[config.mk]
export PLATFORM = sky130hd
export DESIGN_NAME = in2_config_bank
export DESIGN_NICKNAME = d
export VERILOG_FILES = /design/src/core/in2_cfg_pkg.sv /design/src/core/in2_code_decode.sv /design/src/core/in2_config_bank.sv
export SDC_FILE = /design/constraint.sdc
export NUM_CORES = 1
export LEC_CHECK = 0
export BUFFER_PORTS_ARGS = -buffer_cell sky130_fd_sc_hd__buf_2
export CORE_MARGIN = 2
export CORE_UTILIZATION = 45
export DETAILED_ROUTE_END_ITERATION = 12
export PLACE_DENSITY = 0.71
export RECOVER_POWER = 100
export SKIP_CTS_REPAIR_TIMING = 1
export SLEW_MARGIN = 5
export SYNTH_ARGS = -nofsm -noshare
export SYNTH_HDL_FRONTEND = slang
export SYNTH_SLANG_ARGS = --single-unit
[constraint.sdc]
create_clock -name core_clk_i -period 2.1 [get_ports core_clk_i]
set_clock_uncertainty 0.2 [all_clocks]
set_input_delay 0.315 -clock core_clk_i [delete_from_list [all_inputs] [get_ports core_clk_i]]
set_output_delay 0.315 -clock core_clk_i [all_outputs]
set_load 0.05 [all_outputs]
[src/core/in2_cfg_pkg.sv]
/*
  Constants for the second input channel configuration bank: register
  addresses, reset values, field positions, write masks and code points.
  Assumes: byte-wide registers on an 8-bit address register port.
*/
package in2_cfg_pkg;

  // ************************************************************
  // register addresses
  // ************************************************************
  localparam logic [7:0] ADDR_INPUT_SETUP = 8'h41;
  localparam logic [7:0] ADDR_GAIN_SETTING = 8'h42;
  localparam logic [7:0] ADDR_DIGITAL_VOLUME = 8'h43;
  localparam logic [7:0] ADDR_GAIN_TRIM = 8'h44;

  // ************************************************************
  // reset values
  // ************************************************************
  localparam logic [7:0] RST_INPUT_SETUP = 8'h10;
  localparam logic [7:0] RST_GAIN_SETTING = 8'h00;
  localparam logic [7:0] RST_DIGITAL_VOLUME = 8'hC9;
  localparam logic [7:0] RST_GAIN_TRIM = 8'h80;

  // ************************************************************
  // write masks: a 0 bit is read-only and reads as zero
  // ************************************************************
  localparam logic [7:0] WMASK_INPUT_SETUP = 8'hFF;
  localparam logic [7:0] WMASK_GAIN_SETTING = 8'hFE;
  localparam logic [7:0] WMASK_DIGITAL_VOLUME = 8'hFF;
  localparam logic [7:0] WMASK_GAIN_TRIM = 8'hF0;

  // ************************************************************
  // field positions in the input setup register
  // ************************************************************
  localparam int SOURCE_KIND_BIT = 7;
  localparam int ENDED_SEL_HI = 6;
  localparam int ENDED_SEL_LO = 5;
  localparam int COUPLING_BIT = 4;
  localparam int SWING_RANGE_BIT = 3;
  localparam int REJECTION_HI = 2;
  localparam int REJECTION_LO = 1;
  localparam int AUTO_GAIN_BIT = 0;

  // field positions in the gain and trim registers
  localparam int GAIN_CODE_HI = 7;
  localparam int GAIN_CODE_LO = 2;
  localparam int GAIN_SPARE_BIT = 1;
  localparam int TRIM_CODE_HI = 7;
  localparam int TRIM_CODE_LO = 4;

  // ************************************************************
  // code points
  // ************************************************************
  localparam logic [1:0] ENDED_DIFFERENTIAL = 2'h0;
  localparam logic [1:0] ENDED_SINGLE = 2'h1;
  localparam logic [1:0] REJECT_HIGH_SNR = 2'h0;
  localparam logic [1:0] REJECT_FORBIDDEN = 2'h1;
  localparam logic [1:0] REJECT_HIGH_CMRR = 2'h2;
  localparam logic [5:0] GAIN_MAX_CODE = 6'h2A;
  localparam logic [7:0] VOLUME_MUTE_CODE = 8'h00;
  localparam logic [7:0] VOLUME_UNITY_CODE = 8'hC9;
  localparam logic [3:0] TRIM_ZERO_CODE = 4'h8;

endpackage

[src/core/in2_code_decode.sv]
/*
  Turns the stored gain, volume and trim codes into step counts, signed for
  volume and trim, and flags, one register stage deep.
  Assumes: codes come from flip-flops of the register bank.
*/
`timescale 1ns/10ps
module in2_code_decode
(
  // clock and reset
  input wire logic core_clk_i,
  input wire logic reset_n_i,
  // stored codes
  input wire logic [5:0] gain_code_i,
  input wire logic [7:0] volume_code_i,
  input wire logic [3:0] trim_code_i,
  // decoded values
  output logic [5:0] gain_db_o,
  output logic gain_reserved_o,
  output logic signed [8:0] volume_half_db_o,
  output logic volume_mute_o,
  output logic signed [4:0] trim_tenth_db_o
);

  typedef struct packed {
    logic [5:0] gain_db;
    logic gain_reserved;
    logic signed [8:0] volume_half_db;
    logic volume_mute;
    logic signed [4:0] trim_tenth_db;
  } dec_state_t;

  dec_state_t state_r;
  dec_state_t state_nxt;

  // next decoded values from the codes
  always_comb
  begin
    state_nxt = state_r;
    state_nxt.gain_db = gain_code_i;
    state_nxt.gain_reserved = (gain_code_i > in2_cfg_pkg::GAIN_MAX_CODE);
    state_nxt.volume_mute = (volume_code_i == in2_cfg_pkg::VOLUME_MUTE_CODE);
    state_nxt.volume_half_db = 9'(signed'({1'b0, volume_code_i})
      - signed'({1'b0, in2_cfg_pkg::VOLUME_UNITY_CODE}));
    state_nxt.trim_tenth_db = 5'(signed'({1'b0, trim_code_i})
      - signed'({1'b0, in2_cfg_pkg::TRIM_ZERO_CODE}));
  end

  // reset shows unity volume, no gain, no trim
  always_ff @(posedge core_clk_i or negedge reset_n_i)
  begin
    if (!reset_n_i)
    begin
      state_r <= '0;
    end
    else
    begin
      state_r <= state_nxt;
    end
  end

  assign gain_db_o = state_r.gain_db;
  assign gain_reserved_o = state_r.gain_reserved;
  assign volume_half_db_o = state_r.volume_half_db;
  assign volume_mute_o = state_r.volume_mute;
  assign trim_tenth_db_o = state_r.trim_tenth_db;

endmodule // in2_code_decode

[src/core/in2_config_bank.sv]
/*
  Configuration register bank of the second input channel: input setup,
  channel gain, digital volume and gain trim, with decoded controls.
  Assumes: a simple synchronous register port from the control interface
  front end; one access per cycle; read data answer one cycle later.
*/
`timescale 1ns/10ps
module in2_config_bank
(
  // clock and reset
  input wire logic core_clk_i,
  input wire logic reset_n_i,
  // register port
  input wire logic [7:0] reg_addr_i,
  input wire logic reg_wr_en_i,
  input wire logic [7:0] reg_wr_data_i,
  input wire logic reg_rd_en_i,
  output logic [7:0] reg_rd_data_o,
  output logic reg_rd_valid_o,
  // auto gain mode bit from the auto gain mode register
  input wire logic auto_gain_mode_i,
  // input setup controls
  output logic in2_source_kind_o,
  output logic [1:0] in2_ended_select_o,
  output logic in2_ended_reserved_o,
  output logic in2_coupling_select_o,
  output logic in2_swing_range_o,
  output logic [1:0] in2_rejection_mode_o,
  output logic in2_rejection_bad_o,
  output logic in2_auto_gain_enable_o,
  output logic in2_auto_gain_mode_o,
  output logic in2_auto_gain_conflict_o,
  // stored codes
  output logic [5:0] in2_gain_code_o,
  output logic [7:0] in2_volume_code_o,
  output logic [3:0] in2_gain_trim_code_o,
  // decoded values
  output logic [5:0] gain_db_o,
  output logic gain_reserved_o,
  output logic signed [8:0] volume_half_db_o,
  output logic volume_mute_o,
  output logic signed [4:0] trim_tenth_db_o
);

  // ************************************************************
  // state
  // ************************************************************
  typedef struct packed {
    logic [7:0] input_setup;
    logic [7:0] gain_setting;
    logic [7:0] digital_volume;
    logic [7:0] gain_trim;
    logic [7:0] rd_data;
    logic rd_valid;
    logic ag_mode;
  } bank_state_t;

  localparam bank_state_t BANK_RESET = '{
    input_setup: in2_cfg_pkg::RST_INPUT_SETUP,
    gain_setting: in2_cfg_pkg::RST_GAIN_SETTING,
    digital_volume: in2_cfg_pkg::RST_DIGITAL_VOLUME,
    gain_trim: in2_cfg_pkg::RST_GAIN_TRIM,
    rd_data: 8'h00,
    rd_valid: 1'b0,
    ag_mode: 1'b0
  };

  bank_state_t state_r;
  bank_state_t state_nxt;

  // ************************************************************
  // write, read and mode tracking
  // ************************************************************
  // masked writes keep read-only bits at zero whatever is written
  always_comb
  begin
    state_nxt = state_r;
    state_nxt.rd_valid = reg_rd_en_i;
    // auto gain mode is only followed while auto gain is enabled
    state_nxt.ag_mode = state_r.input_setup[in2_cfg_pkg::AUTO_GAIN_BIT] & auto_gain_mode_i;
    if (reg_wr_en_i)
    begin
      // input setup at its fixed address
      if (reg_addr_i == in2_cfg_pkg::ADDR_INPUT_SETUP)
      begin
        state_nxt.input_setup = reg_wr_data_i & in2_cfg_pkg::WMASK_INPUT_SETUP;
      end
      // spare bit stored, bit 0 dropped
      else if (reg_addr_i == in2_cfg_pkg::ADDR_GAIN_SETTING)
      begin
        state_nxt.gain_setting = reg_wr_data_i & in2_cfg_pkg::WMASK_GAIN_SETTING;
      end
      else if (reg_addr_i == in2_cfg_pkg::ADDR_DIGITAL_VOLUME)
      begin
        state_nxt.digital_volume = reg_wr_data_i & in2_cfg_pkg::WMASK_DIGITAL_VOLUME;
      end
      else if (reg_addr_i == in2_cfg_pkg::ADDR_GAIN_TRIM)
      begin
        state_nxt.gain_trim = reg_wr_data_i & in2_cfg_pkg::WMASK_GAIN_TRIM;
      end
    end
    // read returns stored value, unmapped reads zero
    if (!reg_rd_en_i)
    begin
      state_nxt.rd_data = state_r.rd_data;
    end
    else if (reg_addr_i == in2_cfg_pkg::ADDR_INPUT_SETUP)
    begin
      state_nxt.rd_data = state_r.input_setup;
    end
    else if (reg_addr_i == in2_cfg_pkg::ADDR_GAIN_SETTING)
    begin
      state_nxt.rd_data = state_r.gain_setting;
    end
    else if (reg_addr_i == in2_cfg_pkg::ADDR_DIGITAL_VOLUME)
    begin
      state_nxt.rd_data = state_r.digital_volume;
    end
    else if (reg_addr_i == in2_cfg_pkg::ADDR_GAIN_TRIM)
    begin
      state_nxt.rd_data = state_r.gain_trim;
    end
    else
    begin
      state_nxt.rd_data = 8'h00;
    end
  end

  // reset loads unity volume and other documented values
  always_ff @(posedge core_clk_i or negedge reset_n_i)
  begin
    if (!reset_n_i)
    begin
      state_r <= BANK_RESET;
    end
    else
    begin
      state_r <= state_nxt;
    end
  end

  // ************************************************************
  // outputs
  // ************************************************************
  assign reg_rd_data_o = state_r.rd_data;
  assign reg_rd_valid_o = state_r.rd_valid;

  assign in2_source_kind_o = state_r.input_setup[in2_cfg_pkg::SOURCE_KIND_BIT];
  assign in2_ended_select_o =
    state_r.input_setup[in2_cfg_pkg::ENDED_SEL_HI:in2_cfg_pkg::ENDED_SEL_LO];
  assign in2_ended_reserved_o = state_r.input_setup[in2_cfg_pkg::ENDED_SEL_HI];
  assign in2_coupling_select_o = state_r.input_setup[in2_cfg_pkg::COUPLING_BIT];
  assign in2_swing_range_o = state_r.input_setup[in2_cfg_pkg::SWING_RANGE_BIT];
  // rejection mode, codes 1 and 3 flagged as unusable
  assign in2_rejection_mode_o =
    state_r.input_setup[in2_cfg_pkg::REJECTION_HI:in2_cfg_pkg::REJECTION_LO];
  assign in2_rejection_bad_o = state_r.input_setup[in2_cfg_pkg::REJECTION_LO];
  // auto gain enable, its mode, and a DC-coupling warning
  assign in2_auto_gain_enable_o = state_r.input_setup[in2_cfg_pkg::AUTO_GAIN_BIT];
  assign in2_auto_gain_mode_o = state_r.ag_mode;
  assign in2_auto_gain_conflict_o = in2_auto_gain_enable_o & in2_coupling_select_o;

  assign in2_gain_code_o = state_r.gain_setting[in2_cfg_pkg::GAIN_CODE_HI:in2_cfg_pkg::GAIN_CODE_LO];
  assign in2_volume_code_o = state_r.digital_volume;
  assign in2_gain_trim_code_o =
    state_r.gain_trim[in2_cfg_pkg::TRIM_CODE_HI:in2_cfg_pkg::TRIM_CODE_LO];

  // step decoding kept apart so the bank stays a plain register file
  in2_code_decode u_decode
  (
    .core_clk_i(core_clk_i),
    .reset_n_i(reset_n_i),
    .gain_code_i(in2_gain_code_o),
    .volume_code_i(in2_volume_code_o),
    .trim_code_i(in2_gain_trim_code_o),
    .gain_db_o(gain_db_o),
    .gain_reserved_o(gain_reserved_o),
    .volume_half_db_o(volume_half_db_o),
    .volume_mute_o(volume_mute_o),
    .trim_tenth_db_o(trim_tenth_db_o)
  );
endmodule // in2_config_bank

# After elaboration in Yosys (flattened, before gate mapping)
# Index checks and enable logic that the tools add are counted.
op_classes:
  n_shift: 0
  reduce_logical: 5
  n_mux: 4
  eq_ne: 4
  order_cmp: 1
  mul: 0
  n_bitwise: 5
  addsub: 2
  div: 0
ops:
  columns: ["cell", "count"]
  rows:
  - ["== test 8 x 7 -> 1 bit (second input constant)", 4]
  - ["2-to-1 mux 8 bit", 4]
  - ["subtractor 8 x 8 -> 9 bit (second input constant)", 1]
  - ["zero test 8 bit", 1]
  - ["greater-than comparator 6 bit (second input constant)", 1]
  - ["AND reduction 5 bit", 1]
  - ["subtractor 4 x 4 -> 5 bit (second input constant)", 1]
  - ["AND reduction 4 bit", 1]
  - ["inverter 1 bit", 3]
  - ["AND reduction 3 bit", 1]
  - ["bitwise AND 1 bit", 2]
  - ["AND reduction 2 bit", 1]
word_totals:
  output_inout_bits: 61
  n_memories: 0
  latchBits: 0
  reg_bits: 59
  mem_bits_ro: 0
  ram_bits: 0

# Logic depth before layout (Yosys ltp)
logic_depth:
  ltp_word: 5
  ltp_mapped: 5

# Cells and area by module
# Synthesis repeated with hierarchy kept, for this count alone.
hier_totals:
  cells_unflattened: 204
  hier_area_um2: 2592.5
modules_own_cells:
  columns: ["module", "area_per_inst_um2", "cells_each", "n_inst"]
  rows:
  - ["in2_config_bank", 1871.8, 156, 1]
  - ["in2_code_decode", 720.7, 48, 1]

# Worst setup path after synthesis
# Ideal clock, no wire load.
synth_timing:
  path_type: "input to register"
  start: "input port reg_addr_i[1]"
  end: "register state_r, in the netlist in2_auto_gain_enable_o"
  setup_slack_ps: 330
  t_arrival_ps: 1445
  path_buffers: 1
  t_required_ps: 1775
  cell_stages: 4
  cell_sequence: "clkbuf_1 nand4bb_1 nor3b_4 mux2_2"
synth_between:
  elab_chain_len: 2
synth_lines:
  columns: ["item", "line", "source"]
  rows:
  - ["from (decl)", "in2_config_bank.sv:14", "input wire logic [7:0] reg_addr_i,"]
  - ["== test 8 x 7 -> 1 bit", "in2_config_bank.sv:84", "if (reg_addr_i == in2_cfg_pkg::ADDR_INPUT_SETUP)"]
  - ["AND reduction 2 bit (no line)", null, null]
  - ["to (signal assigned)", "in2_config_bank.sv:138", "state_r <= state_nxt;"]
  - ["to (decl)", "in2_config_bank.sv:68", "bank_state_t state_r;"]
# No other way between the ends.
# A chain may end at the register's enable or synchronous reset.

# Worst setup path in the final report
layout_timing:
  start: "register state_r, in the netlist in2_coupling_select_o"
  end: "output port in2_coupling_select_o"
layout_lines:
  columns: ["item", "line", "source"]
  rows:
  - ["to (decl)", "in2_config_bank.sv:26", "output logic in2_coupling_select_o,"]
# No word-level cell between the ends.

==> qor.txt <==
Status: finished, violations left
Failing checks: hold timing
Post-synth net total: 233
Area of the multi-input gates: 873 um^2
Worst VDD drop: 0.000416 V
Post-layout worst setup margin: 0.202 ns
Worst Hold Endpoint: in2_auto_gain_mode_o$_DFF_PN0_
Synth Instances: 211
Final Cell Area: 0.00306 mm^2
H-tree lvl count: 3
Sequential-to-total area share from yosys stat: 55.0%
Psw: 0.779 mW
Clock tree buffer depth: 2
Int Power: 1.86 mW
Worst Setup End Kind: output pin
# nets final: 295
Kind of cell adding the most delay to the critical path: flip-flops
Post-route clock period utilization: 90.4%
Worst-path cell chain: clkbuf_1
Vias per cell: 5.20
Total power: 2.64 mW
Final core utilization: 54.5%
Dpl ws: 0.131 ns
Worst r2r path cells: 5
R2r endpoint: u_decode.volume_half_db_o[8]$_DFF_PN0_
Die ar.: 0.00652 mm^2
Worst slew pin tran: 0.709 ns
Count of different cell masters after synthesis: 38
Worst hold path class: in2reg
Pleak: 1.40 nW
Hold Startpoint: auto_gain_mode_i
Placed cells: 333
Die Y: 80.8 um
EDFF count, synth: 0
Crit path max-delay cell type: dfstp_2
Tot GR Track Use: 19.1%
Slowest stage delay, CP: 0.58 ns
Die Width: 80.8 um
Post-route DRC: 0
Fill cell count: 545
Slew Limit Headroom: 52.8%
# IOs: 82
Flop and latch count out of synthesis: 58
Gp weighted congestion: 0.772
Tmin final: 1.90 ns
Worst hold stages: 2
Clk root buf: clkbuf_8
Critical path startpoint category: flip-flop
Vias in the first global route: 1769
Inserted Diodes: 0
DR pass1 iterations: 4
Synthesized area: 0.00265 mm^2
Post-Syn Area per Cell: 12.6 um^2
Critical path class: reg2out
Placement row count: 27
Hold Fails Final Rpt: 1
Dpl hpwl: 4220 um
Setup TNS: 0 ns
CTS tree: built
Highest Clock Rate: 527 MHz
Max-cap violations: 0
Area Growth Syn to Fin: 15.2%
Vias: 1820
First-pass GRT wire length: 8980 um
Initial core utilization: 47.3%
Yosys warnings: 0
Worst Path Max Fanout: 4
Detailed Route WL: 5790 um
Inserted Clock Buffers: 9
Crit path DAT: 1.38 ns
Pin count of the biggest net entering global routing: 30
Sequential share of power: 46.2%
Initial antenna violation count: 0
CORE AREA: 0.00561 mm^2
Drt wl/cell: 16.5 um
Placed inst area: 0.00295 mm^2
Top FF cell, synth: dfrtp_1
FF/Latch Area: 0.00146 mm^2
P per Cell Area: 865 mW/mm^2
Clock Power Share: 38.0%
R2R Setup Slk: 0.39 ns
Clk sinks: 58
RSZ-0062 raised after global routing: no
FFs w/ async S/R, synth: 100%
Layout Cells excl Fill: 350
Combinational power share: 15.7%
Final Max Tran Viols: 0
DRT iter0 DRCs: 86
Final Setup Violations: 0
Clock Latency Late Sink: 0.33 ns
Switch share: 29.5%
Final hold slack: -0.00623 ns
# port buffers: 81
Total global routing overflow: 0
Final ANT Viol Nets: 0
Layout cells sized above 1: 27.0%
Clock transition at the registers of the reported paths: 0.06 ns
WP buf/inv: 1
Reg-to-Reg Start: in2_volume_code_o[0]$_DFFE_PN1P_
Critical Path RT: 1.58 ns
power groups by stage:
| stage | combinational (mW) | sequential, mW | clock, mW |
|---|---|---|---|
| 6_report | 0.415 | 1.22 | 1.00 |
| 5_1_grt | 0.443 | 1.23 | 1.07 |
| 4_1_cts | 0.439 | 1.22 | 1.02 |
| 3_5_place_dp | 0.438 | 1.24 | 0 |
| 3_3_place_gp | 0.433 | 1.24 | 0 |
| 2_1_floorplan | 0.200 | 1.36 | 0 |
layer usage:
metal | wire, um | share of wire (%) | vias up | GRT usage, %
met5 | 0 | 0 | - | 0
met4 | 116 | 2.0 | 0 | 8.64
met3 | 292 | 5.0 | 13 | 5.44
met2 | 2780 | 48 | 62 | 29.5
met1 | 2610 | 45 | 904 | 25.3
li1 | - | - | 841 | -
worst max path at each step:
stage,depth (start not counted),startpoint,endpoint,slack [ns]
floorplan,4,reg_addr_i[1],in2_auto_gain_enable_o$_DFFE_PN0P_,0.33
global placement,5,reg_addr_i[5],in2_swing_range_o$_DFFE_PN0P_,0.18
detailed placement,5,reg_addr_i[5],in2_source_kind_o$_DFFE_PN0P_,0.13
CTS,2,in2_coupling_select_o$_DFFE_PN1P_,in2_auto_gain_conflict_o,0.28
global route,5,reg_addr_i[5],in2_source_kind_o$_DFFE_PN0P_,0.15
finish,1,in2_coupling_select_o$_DFFE_PN1P_,in2_coupling_select_o,0.20
logic make-up after synthesis:
group                    count (synthesis)  synth area share [%]
flip-flops                              58                  55.0
AND/OR/NAND/NOR                         51                  13.9
buffers and inverters                   49                  11.3
multiplexers                            31                  13.2
AO/OA/AOI/OAI                           16                  4.48
XOR/XNOR                                 5                  1.65
adder cells (fa/ha/maj)                  1                 0.472
cell usage after synthesis, types with 2 or more instances:
| master | count | area (um^2) |
|---|---|---|
| o32ai_1 | 4 | 35.0 |
| buf_4 | 31 | 233 |
| a22oi_1 | 3 | 22.5 |
| xnor2_1 | 2 | 17.5 |
| dfstp_2 | 6 | 158 |
| clkbuf_1 | 6 | 22.5 |
| and2_1 | 2 | 12.5 |
| nor2b_1 | 3 | 18.8 |
| and3b_1 | 4 | 35.0 |
| nor2_1 | 10 | 37.5 |
| xor2_1 | 3 | 26.3 |
| nor4_1 | 5 | 31.3 |
| nand4_1 | 2 | 12.5 |
| nor4bb_1 | 8 | 80.1 |
| inv_1 | 12 | 45.0 |
| mux2_1 | 3 | 33.8 |
| mux2_2 | 28 | 315 |
| dfrtp_1 | 52 | 1300 |
| nand3_1 | 3 | 15.0 |
| o22ai_1 | 4 | 25.0 |
| nand2_1 | 3 | 11.3 |
state kept, by name, indices dropped and copies added (netlist names):
signal	cells
in2_swing_range_o	1
state_r	1
in2_rejection_bad_o	1
in2_source_kind_o	1
u_decode.gain_reserved_o	1
u_decode.trim_tenth_db_o	4
in2_volume_code_o	8
in2_ended_reserved_o	1
reg_rd_data_o	8
in2_ended_select_o	1
u_decode.gain_db_o	6
u_decode.volume_mute_o	1
in2_gain_trim_code_o	4
reg_rd_valid_o	1
in2_auto_gain_enable_o	1
in2_auto_gain_mode_o	1
in2_gain_code_o	6
u_decode.volume_half_db_o	9
in2_coupling_select_o	1
in2_rejection_mode_o	1
area by class of cell:
| cell class | count | area share (%) |
|---|---|---|
| Sequential cell | 58 | 47.7 |
| Multi-Input combinational cell | 104 | 28.6 |
| Timing Repair Buffer | 88 | 12.7 |
| Clock buffer | 15 | 6.43 |
| Tap cell | 72 | 2.95 |
| Inverter | 12 | 1.47 |
| Clock inverter | 1 | 0.164 |
placed cells by master, fill, tap and decap left out, types with 4 or more instances in the layout:
cell / count
buf_2: 20
mux2_2: 28
nor4bb_1: 8
dfrtp_1: 52
o22ai_1: 4
clkbuf_1: 62
nor4_1: 5
nor2_1: 10
dfstp_2: 4
clkbuf_8: 14
inv_1: 12
clkbuf_2: 4
and3b_1: 4
o32ai_1: 4
No activity file was read; power rests on OpenSTA's default activity.
